[src/inc/fwp_regs.svh]
// Register offsets, field positions, reset values and timing counts of the
// flash write-protection block. Assumes byte offsets on the plain register port.
`ifndef FWP_REGS_SVH
`define FWP_REGS_SVH

// Register offsets (byte addresses)
`define FWP_OFS_STATUS    8'h00
`define FWP_OFS_CONFIG    8'h04
`define FWP_OFS_MODE      8'h08
`define FWP_OFS_ADDR      8'h0c
`define FWP_OFS_DATA      8'h10
`define FWP_OFS_PASS_LO   8'h14
`define FWP_OFS_PASS_HI   8'h18
`define FWP_OFS_CMD       8'h1c
`define FWP_OFS_VIEW      8'h20

// Field positions
`define FWP_BIT_WIP       0
`define FWP_BIT_WEL       1
`define FWP_BIT_GUARD_LO  2
`define FWP_BIT_PERR      6
`define FWP_BIT_STATUS_WRITE_DISABLE_BIT      7
`define FWP_BIT_FREEZE    0
`define FWP_BIT_TBSEL     5
`define FWP_BIT_CFG_SHIFT 8
`define FWP_BIT_MODE_LO   1

// Reset and factory values
`define FWP_MODE_NONE     2'b11
`define FWP_MODE_PERSIST  2'b10
`define FWP_MODE_PASSWORD 2'b01
`define FWP_MODE_ILLEGAL  2'b00
`define FWP_PASS_FACTORY  64'hffff_ffff_ffff_ffff
`define FWP_LOCK_FACTORY  32'hffff_ffff
`define FWP_LOCK_BASE     10'h010

// Timing: core clock, page-program time and unlock pacing
`define FWP_CLK_MHZ       200
`define FWP_PROG_NS       1000
`define FWP_UNLOCK_US     100
`define FWP_PROG_CYC      ((`FWP_PROG_NS * `FWP_CLK_MHZ) / 1000)
`define FWP_UNLOCK_CYC    (`FWP_UNLOCK_US * `FWP_CLK_MHZ)

`endif

[src/inc/fwp_pkg.sv]
// Types shared by the flash write-protection block.
// Assumes fwp_regs.svh supplies all numeric constants.
package fwp_pkg;

    // Commands as queued through the command register
    typedef enum logic [3:0] {
        FWP_WRITE_ENABLE_CMD = 4'h0, FWP_WRITE_DISABLE  = 4'h1,
        FWP_WRITE_REGS       = 4'h2, FWP_PAGE_PROGRAM   = 4'h3,
        FWP_SECTOR_ERASE     = 4'h4, FWP_OTP_PROGRAM    = 4'h5,
        FWP_MODE_PROGRAM     = 4'h6, FWP_PSL_PROGRAM    = 4'h7,
        FWP_PSL_ERASE        = 4'h8, FWP_PASS_PROGRAM   = 4'h9,
        FWP_PASS_UNLOCK      = 4'ha, FWP_GATE_CLEAR     = 4'hb,
        FWP_DSL_WRITE        = 4'hc, FWP_TRAIN_PROGRAM  = 4'hd,
        FWP_CLEAR_STATUS     = 4'he, FWP_SOFT_RESET     = 4'hf
    } fwp_cmd_t;

    typedef enum logic [1:0] {
        FWP_ST_IDLE = 2'b01,
        FWP_ST_BUSY = 2'b10
    } fwp_state_t;

    // Array request handed to the program/erase engine
    typedef struct packed {
        logic        go;
        logic        erase;
        logic [15:0] sector;
    } fwp_arr_req_t;

endpackage

[src/hw/fwp_core.sv]
// Write-protection logic of a serial NOR flash: write latch, OTP lock bytes,
// block guard span, freeze, write-protect pin and advanced sector guard.
// Assumes a command decoder queues commands through the register port and
// that the SPI pins arrive asynchronously; the core clock samples them.
//
// Functional notes
// - Lock byte bit b of byte k guards OTP region 8k+b.
// - Bit zero of lock byte 0x10 locks lock and reserved bytes of region 0.
// - Write-enable sets latch; modifying commands refused while latch clear.
// - Latch cleared at reset, soft reset, write disable, modify completion.
// - Three guard bits select none, 1/64 doubling to 1/2, or whole array.
// - Bottom-select 0 guards top of array, 1 guards bottom.
// - Sector protected if guard span OR sector guard protects it.
// - Freeze keeps guard bits and OTP unchangeable until power cycle.
// - Pin low with status-write-disable set blocks status/config writes.
// - Sector refused when persistent or dynamic lock is zero.
// - Persistent lock program/erase refused while lock gate is zero.
// - Persistent mode: gate set at reset, clearable, never set by command.
// - Password mode: gate cleared at reset and clearable by command.
// - Password mode: gate set only on 64-bit password match.
// - Mode bits 2:1: 11 none, 10 persistent, 01 password.
// - Programming mode bits to 00 fails as a program error.
// - Factory device: persistent behaviour, all sectors unprotected.
// - After mode chosen, OTP config, mode, password, training writes fail.
// - Mode register program keeps busy for one page-program time.
// - Persistent locks cleared singly, set back to one all together.
// - Dynamic lock written freely to protect or unprotect a sector.
// - Wrong password: error, busy held unlock time, gate stays zero.
`timescale 1ns/10ps
`include "fwp_regs.svh"

module fwp_core #(
    parameter int NUM_SECTORS = 64,
    parameter int PROG_CYC    = `FWP_PROG_CYC,
    parameter int UNLOCK_CYC  = `FWP_UNLOCK_CYC
) (
    input  wire logic                 CORE_CLK_I,
    input  wire logic                 SRST_I,
    input  wire logic                 WP_N_I,
    input  wire logic                 HW_RST_N_I,
    input  wire logic                 CS_N_I,
    input  wire logic                 SCK_I,
    input  wire logic [7:0]           ADDR_I,
    input  wire logic [31:0]          WDATA_I,
    input  wire logic                 WR_I,
    input  wire logic                 RD_I,
    output logic      [31:0]          RDATA_O,
    output logic                      WIP_O,
    output fwp_pkg::fwp_arr_req_t     ARRAY_REQ_O
);
    import fwp_pkg::*;

    localparam int SECT_W = $clog2(NUM_SECTORS);
    localparam int CNT_W  = $clog2(UNLOCK_CYC + PROG_CYC + 2);

    // Commands that need the write latch, shared by decision and checks
    function automatic logic needs_latch(input fwp_cmd_t op);
        needs_latch = !(op inside {FWP_WRITE_ENABLE_CMD, FWP_WRITE_DISABLE,
                                   FWP_PASS_UNLOCK, FWP_CLEAR_STATUS, FWP_SOFT_RESET});
    endfunction

    // Commands that run the busy timer and close the write latch at the end
    function automatic logic latch_op_q_next(input fwp_cmd_t op);
        latch_op_q_next = needs_latch(op) && op != FWP_GATE_CLEAR
                          && op != FWP_DSL_WRITE;
    endfunction

    // Guard span hit: span is NUM_SECTORS >> (7 - code), code 7 is all
    function automatic logic span_hit(input logic [2:0] code, input logic bottom,
                                      input logic [SECT_W-1:0] s);
        logic [SECT_W:0] span;
        span = (SECT_W+1)'(NUM_SECTORS >> (3'd7 - code));
        if (code == 3'd0)
            span_hit = 1'b0;
        else if (code == 3'd7)
            span_hit = 1'b1;
        else if (bottom)
            span_hit = {1'b0, s} < span;
        else
            span_hit = {1'b0, s} >= ((SECT_W+1)'(NUM_SECTORS) - span);
    endfunction

    fwp_state_t           state_q, state_d;
    logic [3:0]           sync1_q, sync2_q, sync3_q;
    logic [7:0]           sck_cnt_q;
    logic                 pend_q;
    fwp_cmd_t             op_q;
    logic [31:0]          addr_q, data_q, pass_lo_q, pass_hi_q;
    logic                 wel_q, perr_q, status_write_disable_bit_q, freeze_q, tbsel_q, gate_q;
    logic [2:0]           guard_q;
    logic [1:0]           mode_q;
    logic [63:0]          pass_q;
    logic [7:0]           train_q;
    logic [31:0]          lock_q;
    logic [NUM_SECTORS-1:0] psl_q, dsl_q;
    logic [CNT_W-1:0]     cnt_q, cnt_d;
    logic                 latch_op_q;
    logic                 hw_rst, frame_end, exec, accept, fail, done;
    logic                 blk_prot, sect_prot, otp_locked, mode_set, wp_guard, pass_bad;
    logic [SECT_W-1:0]    sect;
    logic [9:0]           otp_ofs;
    logic [31:0]          rd_mux;

    // Two flip-flops before use, third stage only for edge finding
    always_ff @(posedge CORE_CLK_I) begin
        if (SRST_I) begin
            sync1_q <= 4'h6;
            sync2_q <= 4'h6;
            sync3_q <= 4'h6;
        end else begin
            sync1_q <= {SCK_I, CS_N_I, HW_RST_N_I, WP_N_I};
            sync2_q <= sync1_q;
            sync3_q <= sync2_q;
        end
    end

    assign hw_rst    = ~sync2_q[1];
    assign frame_end = sync2_q[2] & ~sync3_q[2];

    // Serial clock edges in the frame; only whole bytes execute a command
    always_ff @(posedge CORE_CLK_I) begin
        if (SRST_I || frame_end)
            sck_cnt_q <= 8'h00;
        else if (~sync2_q[2] && sync2_q[3] && ~sync3_q[3])
            sck_cnt_q <= sck_cnt_q + 8'h01;
    end

    // Decision inputs from the latched address and password, stored state and the pin
    assign sect      = addr_q[SECT_W-1:0];
    assign otp_ofs   = addr_q[9:0];
    assign mode_set  = mode_q != `FWP_MODE_NONE;
    assign wp_guard  = ~sync2_q[0] & status_write_disable_bit_q;
    assign blk_prot  = span_hit(guard_q, tbsel_q, sect);
    assign sect_prot = blk_prot | ~psl_q[sect] | ~dsl_q[sect];
    assign pass_bad  = (mode_q != `FWP_MODE_PASSWORD) || (pass_q != {pass_hi_q, pass_lo_q});
    // Region 0 lower half is not guarded by its own lock bit
    assign otp_locked = freeze_q | ((otp_ofs[9:5] == 5'd0) ?
                        (otp_ofs[4] & ~lock_q[0]) : ~lock_q[otp_ofs[9:5]]);

    assign exec   = pend_q && frame_end && (state_q == FWP_ST_IDLE)
                    && (sck_cnt_q[2:0] == 3'd0) && (sck_cnt_q != 8'h00);
    assign accept = exec && (!needs_latch(op_q) || wel_q);

    // Failure decision per command
    always_comb begin
        fail = 1'b0;
        unique case (op_q)
            FWP_WRITE_REGS:   fail = wp_guard || (data_q[`FWP_BIT_CFG_SHIFT + `FWP_BIT_TBSEL]
                                     && !tbsel_q && (mode_set || freeze_q));
            FWP_PAGE_PROGRAM,
            FWP_SECTOR_ERASE: fail = sect_prot;
            FWP_OTP_PROGRAM:  fail = otp_locked;
            FWP_MODE_PROGRAM: fail = mode_set || (data_q[2:1] == `FWP_MODE_ILLEGAL);
            FWP_PSL_PROGRAM,
            FWP_PSL_ERASE:    fail = ~gate_q;
            FWP_PASS_PROGRAM,
            FWP_TRAIN_PROGRAM: fail = mode_set;
            FWP_PASS_UNLOCK:  fail = pass_bad;
            default:          fail = 1'b0;
        endcase
    end

    // Busy length: page time for nonvolatile writes, pacing on a bad password
    always_comb begin
        state_d = state_q;
        cnt_d   = cnt_q;
        done    = 1'b0;
        unique case (state_q)
            FWP_ST_IDLE: begin
                if (accept && op_q == FWP_PASS_UNLOCK) begin
                    state_d = FWP_ST_BUSY;
                    cnt_d   = fail ? CNT_W'(UNLOCK_CYC - 1) : '0;
                end else if (accept && latch_op_q_next(op_q)) begin
                    state_d = FWP_ST_BUSY;
                    cnt_d   = fail ? '0 : CNT_W'(PROG_CYC - 1);
                end
            end
            FWP_ST_BUSY: begin
                if (cnt_q == '0) begin
                    state_d = FWP_ST_IDLE;
                    done    = 1'b1;
                end else begin
                    cnt_d = cnt_q - CNT_W'(1);
                end
            end
        endcase
    end

    always_ff @(posedge CORE_CLK_I) begin
        if (SRST_I || hw_rst) begin
            state_q    <= FWP_ST_IDLE;
            cnt_q      <= '0;
            WIP_O      <= 1'b0;
            latch_op_q <= 1'b0;
        end else begin
            state_q <= state_d;
            cnt_q   <= cnt_d;
            WIP_O   <= state_d == FWP_ST_BUSY;
            if (accept)
                latch_op_q <= needs_latch(op_q);
        end
    end

    // Write latch
    always_ff @(posedge CORE_CLK_I) begin
        if (SRST_I || hw_rst)
            wel_q <= 1'b0;
        else if (accept && op_q == FWP_WRITE_ENABLE_CMD)
            wel_q <= 1'b1;
        else if (accept && (op_q inside {FWP_WRITE_DISABLE, FWP_SOFT_RESET,
                                         FWP_GATE_CLEAR, FWP_DSL_WRITE}))
            wel_q <= 1'b0;
        else if (done && latch_op_q)
            wel_q <= 1'b0;
    end

    // Program error flag; set on any failed accepted command
    always_ff @(posedge CORE_CLK_I) begin
        if (SRST_I || hw_rst)
            perr_q <= 1'b0;
        else if (accept && fail)
            perr_q <= 1'b1;
        else if (accept && op_q == FWP_CLEAR_STATUS)
            perr_q <= 1'b0;
    end

    // Status and configuration one; freeze lasts until power-on reset only
    always_ff @(posedge CORE_CLK_I) begin
        if (SRST_I) begin
            guard_q  <= 3'd0;
            status_write_disable_bit_q   <= 1'b0;
            tbsel_q  <= 1'b0;
            freeze_q <= 1'b0;
        end else if (accept && !fail && op_q == FWP_WRITE_REGS) begin
            if (!freeze_q) begin
                guard_q <= data_q[`FWP_BIT_GUARD_LO +: 3];
                tbsel_q <= tbsel_q | data_q[`FWP_BIT_CFG_SHIFT + `FWP_BIT_TBSEL];
            end
            status_write_disable_bit_q   <= data_q[`FWP_BIT_STATUS_WRITE_DISABLE_BIT];
            freeze_q <= freeze_q | data_q[`FWP_BIT_CFG_SHIFT + `FWP_BIT_FREEZE];
        end
    end

    // One-time mode bits, password, training pattern and OTP lock bytes
    always_ff @(posedge CORE_CLK_I) begin
        if (SRST_I) begin
            mode_q  <= `FWP_MODE_NONE;
            pass_q  <= `FWP_PASS_FACTORY;
            train_q <= 8'h00;
            lock_q  <= `FWP_LOCK_FACTORY;
        end else if (accept && !fail) begin
            if (op_q == FWP_MODE_PROGRAM)
                mode_q <= data_q[2:1];
            if (op_q == FWP_PASS_PROGRAM)
                pass_q <= pass_q & {pass_hi_q, pass_lo_q};
            if (op_q == FWP_TRAIN_PROGRAM)
                train_q <= data_q[7:0];
            if (op_q == FWP_OTP_PROGRAM && otp_ofs[9:2] == `FWP_LOCK_BASE >> 2)
                lock_q[otp_ofs[1:0]*8 +: 8] <= lock_q[otp_ofs[1:0]*8 +: 8] & data_q[7:0];
        end
    end

    // Lock gate: reset value follows the chosen mode
    always_ff @(posedge CORE_CLK_I) begin
        if (SRST_I)
            gate_q <= 1'b1;
        else if (hw_rst)
            gate_q <= mode_q != `FWP_MODE_PASSWORD;
        else if (accept && op_q == FWP_GATE_CLEAR)
            gate_q <= 1'b0;
        else if (accept && op_q == FWP_PASS_UNLOCK && !fail)
            gate_q <= 1'b1;
    end

    // Persistent sector locks: cleared one at a time, set back all at once
    always_ff @(posedge CORE_CLK_I) begin
        if (SRST_I)
            psl_q <= '1;
        else if (accept && !fail && op_q == FWP_PSL_PROGRAM)
            psl_q[sect] <= 1'b0;
        else if (accept && !fail && op_q == FWP_PSL_ERASE)
            psl_q <= '1;
    end

    // Dynamic sector locks, volatile
    always_ff @(posedge CORE_CLK_I) begin
        if (SRST_I || hw_rst)
            dsl_q <= '1;
        else if (accept && op_q == FWP_DSL_WRITE)
            dsl_q[sect] <= data_q[0];
    end

    // Array request only for unprotected program or erase
    always_ff @(posedge CORE_CLK_I) begin
        if (SRST_I) begin
            ARRAY_REQ_O <= '0;
        end else begin
            ARRAY_REQ_O.go     <= accept && !fail &&
                                  (op_q inside {FWP_PAGE_PROGRAM, FWP_SECTOR_ERASE});
            ARRAY_REQ_O.erase  <= op_q == FWP_SECTOR_ERASE;
            ARRAY_REQ_O.sector <= 16'(sect);
        end
    end

    // Register writes and the command queue
    always_ff @(posedge CORE_CLK_I) begin
        if (SRST_I) begin
            addr_q    <= 32'h0;
            data_q    <= 32'h0;
            pass_lo_q <= 32'h0;
            pass_hi_q <= 32'h0;
            pend_q    <= 1'b0;
            op_q      <= FWP_WRITE_DISABLE;
        end else begin
            if (WR_I && ADDR_I == `FWP_OFS_ADDR)
                addr_q <= WDATA_I;
            if (WR_I && ADDR_I == `FWP_OFS_DATA)
                data_q <= WDATA_I;
            if (WR_I && ADDR_I == `FWP_OFS_PASS_LO)
                pass_lo_q <= WDATA_I;
            if (WR_I && ADDR_I == `FWP_OFS_PASS_HI)
                pass_hi_q <= WDATA_I;
            if (WR_I && ADDR_I == `FWP_OFS_CMD) begin
                pend_q <= 1'b1;
                op_q   <= fwp_cmd_t'(WDATA_I[3:0]);
            end else if (frame_end) begin
                pend_q <= 1'b0;
            end
        end
    end

    // Read mux; unmapped offsets read zero
    always_comb begin
        unique case (ADDR_I)
            `FWP_OFS_STATUS:  rd_mux = {24'h0, status_write_disable_bit_q, perr_q, 1'b0, guard_q, wel_q, WIP_O};
            `FWP_OFS_CONFIG:  rd_mux = {26'h0, tbsel_q, 4'h0, freeze_q};
            `FWP_OFS_MODE:    rd_mux = {16'h0, train_q, 5'h0, mode_q, gate_q};
            `FWP_OFS_ADDR:    rd_mux = addr_q;
            `FWP_OFS_DATA:    rd_mux = data_q;
            `FWP_OFS_PASS_LO: rd_mux = pass_lo_q;
            `FWP_OFS_PASS_HI: rd_mux = pass_hi_q;
            `FWP_OFS_CMD:     rd_mux = {27'h0, pend_q, op_q};
            `FWP_OFS_VIEW:    rd_mux = {28'h0, blk_prot, psl_q[sect], dsl_q[sect], sect_prot};
            default:          rd_mux = 32'h0;
        endcase
    end

    always_ff @(posedge CORE_CLK_I) begin
        if (SRST_I)
            RDATA_O <= 32'h0;
        else if (RD_I)
            RDATA_O <= rd_mux;
        else
            RDATA_O <= 32'h0;
    end
endmodule

[config.mk]
export PLATFORM = sky130hd
export DESIGN_NAME = fwp_core
export DESIGN_NICKNAME = d
export VERILOG_FILES = /design/src/inc/fwp_pkg.sv /design/src/hw/fwp_core.sv
export VERILOG_INCLUDE_DIRS = /design/src /design/src/inc
export SDC_FILE = /design/constraint.sdc
export NUM_CORES = 1
export LEC_CHECK = 0
export BUFFER_PORTS_ARGS = -buffer_cell sky130_fd_sc_hd__buf_2
export CORE_MARGIN = 10
export CORE_UTILIZATION = 40
export CTS_CLUSTER_DIAMETER = 40
export DETAILED_ROUTE_END_ITERATION = 12
export MAX_ROUTING_LAYER = met4
export PLACE_DENSITY = 0.62
export RECOVER_POWER = 25
export SLEW_MARGIN = 0
export SYNTH_ARGS = -nofsm -noshare
export SYNTH_HDL_FRONTEND = slang
export SYNTH_SLANG_ARGS = --single-unit
[constraint.sdc]
create_clock -name CORE_CLK_I -period 7.1 [get_ports CORE_CLK_I]
set_input_delay 0.355 -clock CORE_CLK_I [delete_from_list [all_inputs] [get_ports CORE_CLK_I]]
set_output_delay 0.355 -clock CORE_CLK_I [all_outputs]
set_load 0.03 [all_outputs]
After elaboration in Yosys (flattened, before gate mapping) --
Index checks and enable logic that the tools add are counted.
Storage, ports and cells: register bits after elaboration 465, output and inout port bits 51, logic and storage cells 214
Cells by class: $add $sub $neg 5, mux-type cells 40, magnitude comparators 5, shift operators 4, equal/unequal tests 36, reduce and logical (&&, ||, !) cells 68, bitwise operators 24
Operators with widths (number):
- one-hot mux 32 bit (9 select lines) | 1
- bitwise AND 64 bit | 2
- 2-to-1 mux 64 bit | 2
- bitwise mux 64 bit | 1
- inequality test 64 bit | 1
- NOT 64 bit | 1
- 2-to-1 mux 15 bit | 4
- negation 5 -> 34 bit | 1
- variable shift 8 x 34 -> 32 bit (first input constant) | 1
- indexed part select 8 x 34 -> 32 bit | 1
- logical AND 1 bit | 33
- bitwise mux 32 bit | 1
- equality test 4 bit (second input constant) | 8
- equality test 8 x 5 -> 1 bit (second input constant) | 4
- indexed part select 32 x 6 -> 8 bit | 1
- one-hot mux 15 bit (2 select lines) | 1
- 2-to-1 mux 1 bit | 20
- equality test 4 x 3 -> 1 bit (second input constant) | 4
- equality test 8 x 3 -> 1 bit (second input constant) | 2
- equality test 8 x 4 -> 1 bit (second input constant) | 2
- logical NOT 15 bit | 1
- subtractor 15 x 1 -> 15 bit (second input constant) | 1
- binary-select mux 1 bit (select 6 bit) | 2
- NOT 1 bit | 12
- other kinds (42) | 75

Logic depth before layout (Yosys ltp) --
depth in word-level cells 15, gate-level depth with buffers 20, mapped depth without buffers 19

Worst setup path before layout --
Ideal clock, no wire load.
path kind flip-flop to flip-flop, start point reg guard_q[1], end point reg cnt_q[0], stages on the path, launching flop included 18, buffers on the path 1, slack 3.607 ns, period minus slack after synthesis 3.493 ns, data arrival time 3.434 ns, data required time 7.042 ns, setup time 0.058 ns, cells stage by stage dfxtp_1 > clkbuf_1 > nand2b_1 > nor2_1 > inv_1 > ha_1 > xnor2_1 > ha_1 > a21oi_1 > o21ai_0 > a21oi_1 > o221a_2 > a311o_1 > or3b_2 > a21oi_1 > ha_1 > o21ai_0 > o221a_2
Between the ends: cells in the longest elaborated chain, start to end 14
RTL lines:
- start: declaration | line fwp_core.sv:90 | logic [2:0] guard_q;
- start signal: assignment | line fwp_core.sv:236 | guard_q <= data_q[`FWP_BIT_GUARD_LO +: 3];
- subtractor 3 bit | line fwp_core.sv:72 | span = (SECT_W+1)'(NUM_SECTORS >> (3'd7 - code));
- right shift 7 x 3 -> 7 bit | line fwp_core.sv:72
- subtractor 7 bit | line fwp_core.sv:80 | span_hit = {1'b0, s} >= ((SECT_W+1)'(NUM_SECTORS) - span);
- greater-or-equal comparator 6 x 7 -> 1 bit | line fwp_core.sv:80
- 2-to-1 mux 1 bit | line fwp_core.sv:77 | else if (bottom)
- 2-to-1 mux 1 bit | line fwp_core.sv:75 | else if (code == 3'd7)
- 2-to-1 mux 1 bit * | line fwp_core.sv:73 | if (code == 3'd0)
- OR 1 bit * (2 in series) | line fwp_core.sv:134 | assign sect_prot = blk_prot | ~psl_q[sect] | ~dsl_q[sect];
- one-hot mux 1 bit (7 select lines) * | line fwp_core.sv:147 | unique case (op_q)
- 2-to-1 mux 8 bit | line fwp_core.sv:175 | cnt_d = fail ? '0 : CNT_W'(PROG_CYC - 1);
- 2-to-1 mux 15 bit | line fwp_core.sv:173 | end else if (accept && latch_op_q_next(op_q)) begin
- 2-to-1 mux 15 bit * | line fwp_core.sv:170 | if (accept && op_q == FWP_PASS_UNLOCK) begin
- one-hot mux 15 bit (2 select lines) * | line fwp_core.sv:168 | unique case (state_q)
- end signal: assignment | line fwp_core.sv:197 | cnt_q <= cnt_d;
- end: declaration | line fwp_core.sv:96 | logic [CNT_W-1:0] cnt_q, cnt_d;
Mark *: on every way between the ends. The rest lies on a longest branch, timed or not. The select of a mux whose other input is x is not followed. A chain may end at the register's enable or synchronous reset.

Worst setup path after layout --
start point in SRST_I, end point reg RDATA_O[2]
Between the ends: cells in the longest elaborated chain, start to end 1
RTL lines:
- start: declaration | line fwp_core.sv:38 | input wire logic SRST_I,
- OR reduction 2 bit (no line)
- end signal: assignment | line fwp_core.sv:352 | RDATA_O <= rd_mux;
- end: declaration | line fwp_core.sv:47 | output logic [31:0] RDATA_O,
No other way between the ends.

==> flow_summary.yaml <==
worst_setup_path:
  end_kind: "flop"
  r2r-end: "cnt_q[0]$_SDFFE_PP0P_"
  worstPathArrival_ns: 5.42
  r2r_slack_ns: 2.63
  crit_type: "in2reg"
  setup.worst_path.start_class: "primary input"
  worst-path-max-fanout: 51
  required_ns: 7.43
  r2r_cells: 11
  worstReg2RegStart: "addr_q[1]$_SDFFE_PP0P_"
logic_synthesis:
  async_reset_ff_share_pct: 0
  syn-cell-area_sq_um: 20500
  avgSynthCellArea_sq_um: 8.71
  ys.flop_type: "dfxtp_1"
  synth_edf_count: 0
  yosysUniqueCellTypes: 76
  ys_seq_elements: 453
  syn_inst: 2347
  yosysSeqAreaShare_pct: 44.3
  ys.warnings.count: 0
detailed_routing:
  drt_iter0_markers: 1932
  ant_nets: 0
  wl_microns: 62900
  wl_per_cell_microns: 20.3
  remaining_drc_errors: 0
  drt_pass1_iterations: 6
  vias_per_cell: 5.81
  via_count: 18000
layout:
  nNetsFinal: 2506
  area_growth_pct: 14.9
  fin_util_pct: 46.7
  drive_gt1_share_pct: 10.8
global_route:
  grt_pass1_vias: 17400
  grt.overflow.total: 0
  antenna_found_initial: 6
  grt.total_usage_pct: 20.8
  grt_pass1_wl_microns: 99300
  grt_max_degree: 77
clock_network:
  clockRootBuffer: "clkbuf_16"
  cts_hold_buf: 27
  htreeDepth: 2
  cts_setup_buffers: 0
  clk-insertion-delay-late_ns: 0.64
  cts_resized: 0
  cts_buffer_depth: 3
  clk_pin_slew_ns: 0.06
  cts_made_buffers: 61
  cts_tree: "yes"
  clock-sinks: 453
sta:
  setup_tns_ns: 0
  worst_pin_slew_ns: 3.45
  hold_viol: 0
  setup_viol: 0
  fin_ws_ns: 2.01
  post-route-period-util_pct: 71.7
  min_period_ns: 5.09
  slew_viol_final: 326
  relSlewSlack_pct: -130
  max_clock_freq_ghz: 0.196
  rsz0062_at_grt: "no"
  fin_skew_ns: 0.0341
placement:
  io_buffers: 88
  gp_congestion: 0.918
  hpwl_microns: 40900
  dp_slack_ns: 2.70
min_path:
  worstHoldEndpoint: "pass_hi_q[22]$_SDFFE_PP0P_"
  whs_path_depth: 3
  worstHoldStart: "WDATA_I[22]"
  hp-class: "in2reg"
power:
  switching_share_pct: 22.9
  intPower_mw: 4.43
  p_clk_share_pct: 53.7
  peakVddDrop_mv: 0.250
  power.switching_mw: 1.31
  p_seq_share_pct: 44.4
  leakagePower_nw: 7.78
  p_per_area_nw_per_um2: 244
  p_comb_share_pct: 1.9
die:
  die_area_sq_um: 60600
  die_h_microns: 246
  fp.coreArea_sq_um: 50400
  row_count: 82
  start_util_pct: 40.6
  top_level_ports: 99
  die_x_microns: 246
flow_run:
  drv_cap: 7
run_status:
  violations: "capacitance limit, slew limit"
  status: "finished with violations"
-- synth_stat cells (all sizes together) (4+ instances only) --
cell type	n	area (sq um)
a211oi	8	60.1
and2	15	93.8
o221a	4	45.0
nor4b	4	35.0
a31oi	8	50.1
nor3b	5	37.5
nand3	79	395
and3	5	31.3
nand3b	6	45.0
o211ai	17	133
xor2	9	78.8
buf	53	288
o311ai	12	105
a22oi	56	420
inv	32	120
nor4	53	362
a222oi	14	140
mux4	29	653
clkbuf	140	526
dfxtp	453	9070
nand2b	18	113
nor2	92	345
or2	11	68.8
a21oi	218	1090
mux2	15	169
nand4	13	81.3
or3	11	68.8
a22o	6	52.6
a221o	26	260
xnor2	5	43.8
nand2	492	1850
or4	7	60.1
nor2b	18	113
o21ai	140	701
ha	88	1100
mux2i	104	1040
o22ai	12	75.1
nor3	23	126
-- power groups by stage --
| stage | Combinational, mW | Sequential (mW) | Clock [mW] |
|---|---|---|---|
| final | 0.111 | 2.55 | 3.08 |
| after global routing | 0.119 | 2.55 | 3.24 |
| after CTS | 0.110 | 2.55 | 3.12 |
| after detailed placement | 0.0983 | 2.60 | 0 |
| after global placement | 0.0969 | 2.60 | 0 |
| after floorplan | 0.0590 | 2.60 | 0 |
-- logic make-up after synthesis --
| group | Yosys count | synth area share (%) |
|---|---|---|
| mux | 148 | 9.11 |
| xor+xnor | 14 | 0.600 |
| simple gates | 864 | 19.2 |
| flops | 453 | 44.3 |
| other cells | 1 | 0.0183 |
| buf+inv | 225 | 4.56 |
| fa+ha+maj | 88 | 5.38 |
| compound gates | 554 | 16.8 |
-- layout make-up --
type / instances / area [sq um]
antenna: 6 / 15.0
clock buffer: 72 / 1640
clock inverter: 41 / 433
fill: 4802 / 26900
inverter: 32 / 120
multi-input combinational: 1678 / 10500
sequential: 453 / 9070
tap: 672 / 841
timing repair buffer: 144 / 860
-- through the flow --
step	power (mW)	cells	hold WS [ns]	instance area, sq um
after global routing	5.91	3098	0.0188	23500
after CTS	5.78	3092	0.00281	23600
final	5.74	3098	0.0354	23500
after detailed placement	2.70	2952	0.402	21200
after global placement	2.70	2952	0.398	21200
after floorplan	2.66	2356	0.389	20500
-- worst max-delay path by stage --
stage | startpoint | cells past startpoint | endpoint
5_1_grt | SRST_I | 5 | RDATA_O[2]$_SDFF_PP0_
6_report | SRST_I | 5 | RDATA_O[2]$_SDFF_PP0_
3_3_place_gp | addr_q[1]$_SDFFE_PP0P_ | 11 | cnt_q[0]$_SDFFE_PP0P_
3_5_place_dp | addr_q[1]$_SDFFE_PP0P_ | 11 | cnt_q[0]$_SDFFE_PP0P_
2_1_floorplan | guard_q[1]$_SDFFE_PP0P_ | 17 | cnt_q[0]$_SDFFE_PP0P_
4_1_cts | addr_q[1]$_SDFFE_PP0P_ | 11 | cnt_q[0]$_SDFFE_PP0P_
-- layout by cell type (no fill, tap or decap), types with 32 or more instances in the layout --
cell type | Yosys | final
dfxtp_1 | 453 | 449
nor2_1 | 92 | 91
nand2_1 | 492 | 491
mux2i_1 | 104 | 104
ha_1 | 88 | 88
clkbuf_1 | 140 | 52
nand3_1 | 79 | 79
buf_2 | 23 | 45
a21oi_1 | 217 | 217
inv_1 | 31 | 32
clkbuf_16 | 0 | 62
o21ai_0 | 139 | 140
a22oi_1 | 56 | 56
nor4_1 | 51 | 50
-- state kept, by name, summed over array words and instances (netlist names), 32 cells and up --
signal,flops
pass_lo_q,32
lock_q,32
psl_q,64
RDATA_O,32
addr_q,32
pass_hi_q,32
data_q,32
pass_q,64
dsl_q,64
-- worst max-delay path, cell delays in order --
cell and delay [ns]:
clkbuf_1 1.80, inv_1 1.03, nand4_1 0.27, clkbuf_1 1.54, a31oi_1 0.40
-- layer usage --
layer	global-route usage (%)	vias to the layer above	wire, microns
li1	-	8421	-
met1	26.9	8735	27000
met2	32.4	717	29100
met3	3.69	126	5250
met4	6.50	0	1640
met5	-	-	0
Power figures use the tool's default switching activity.
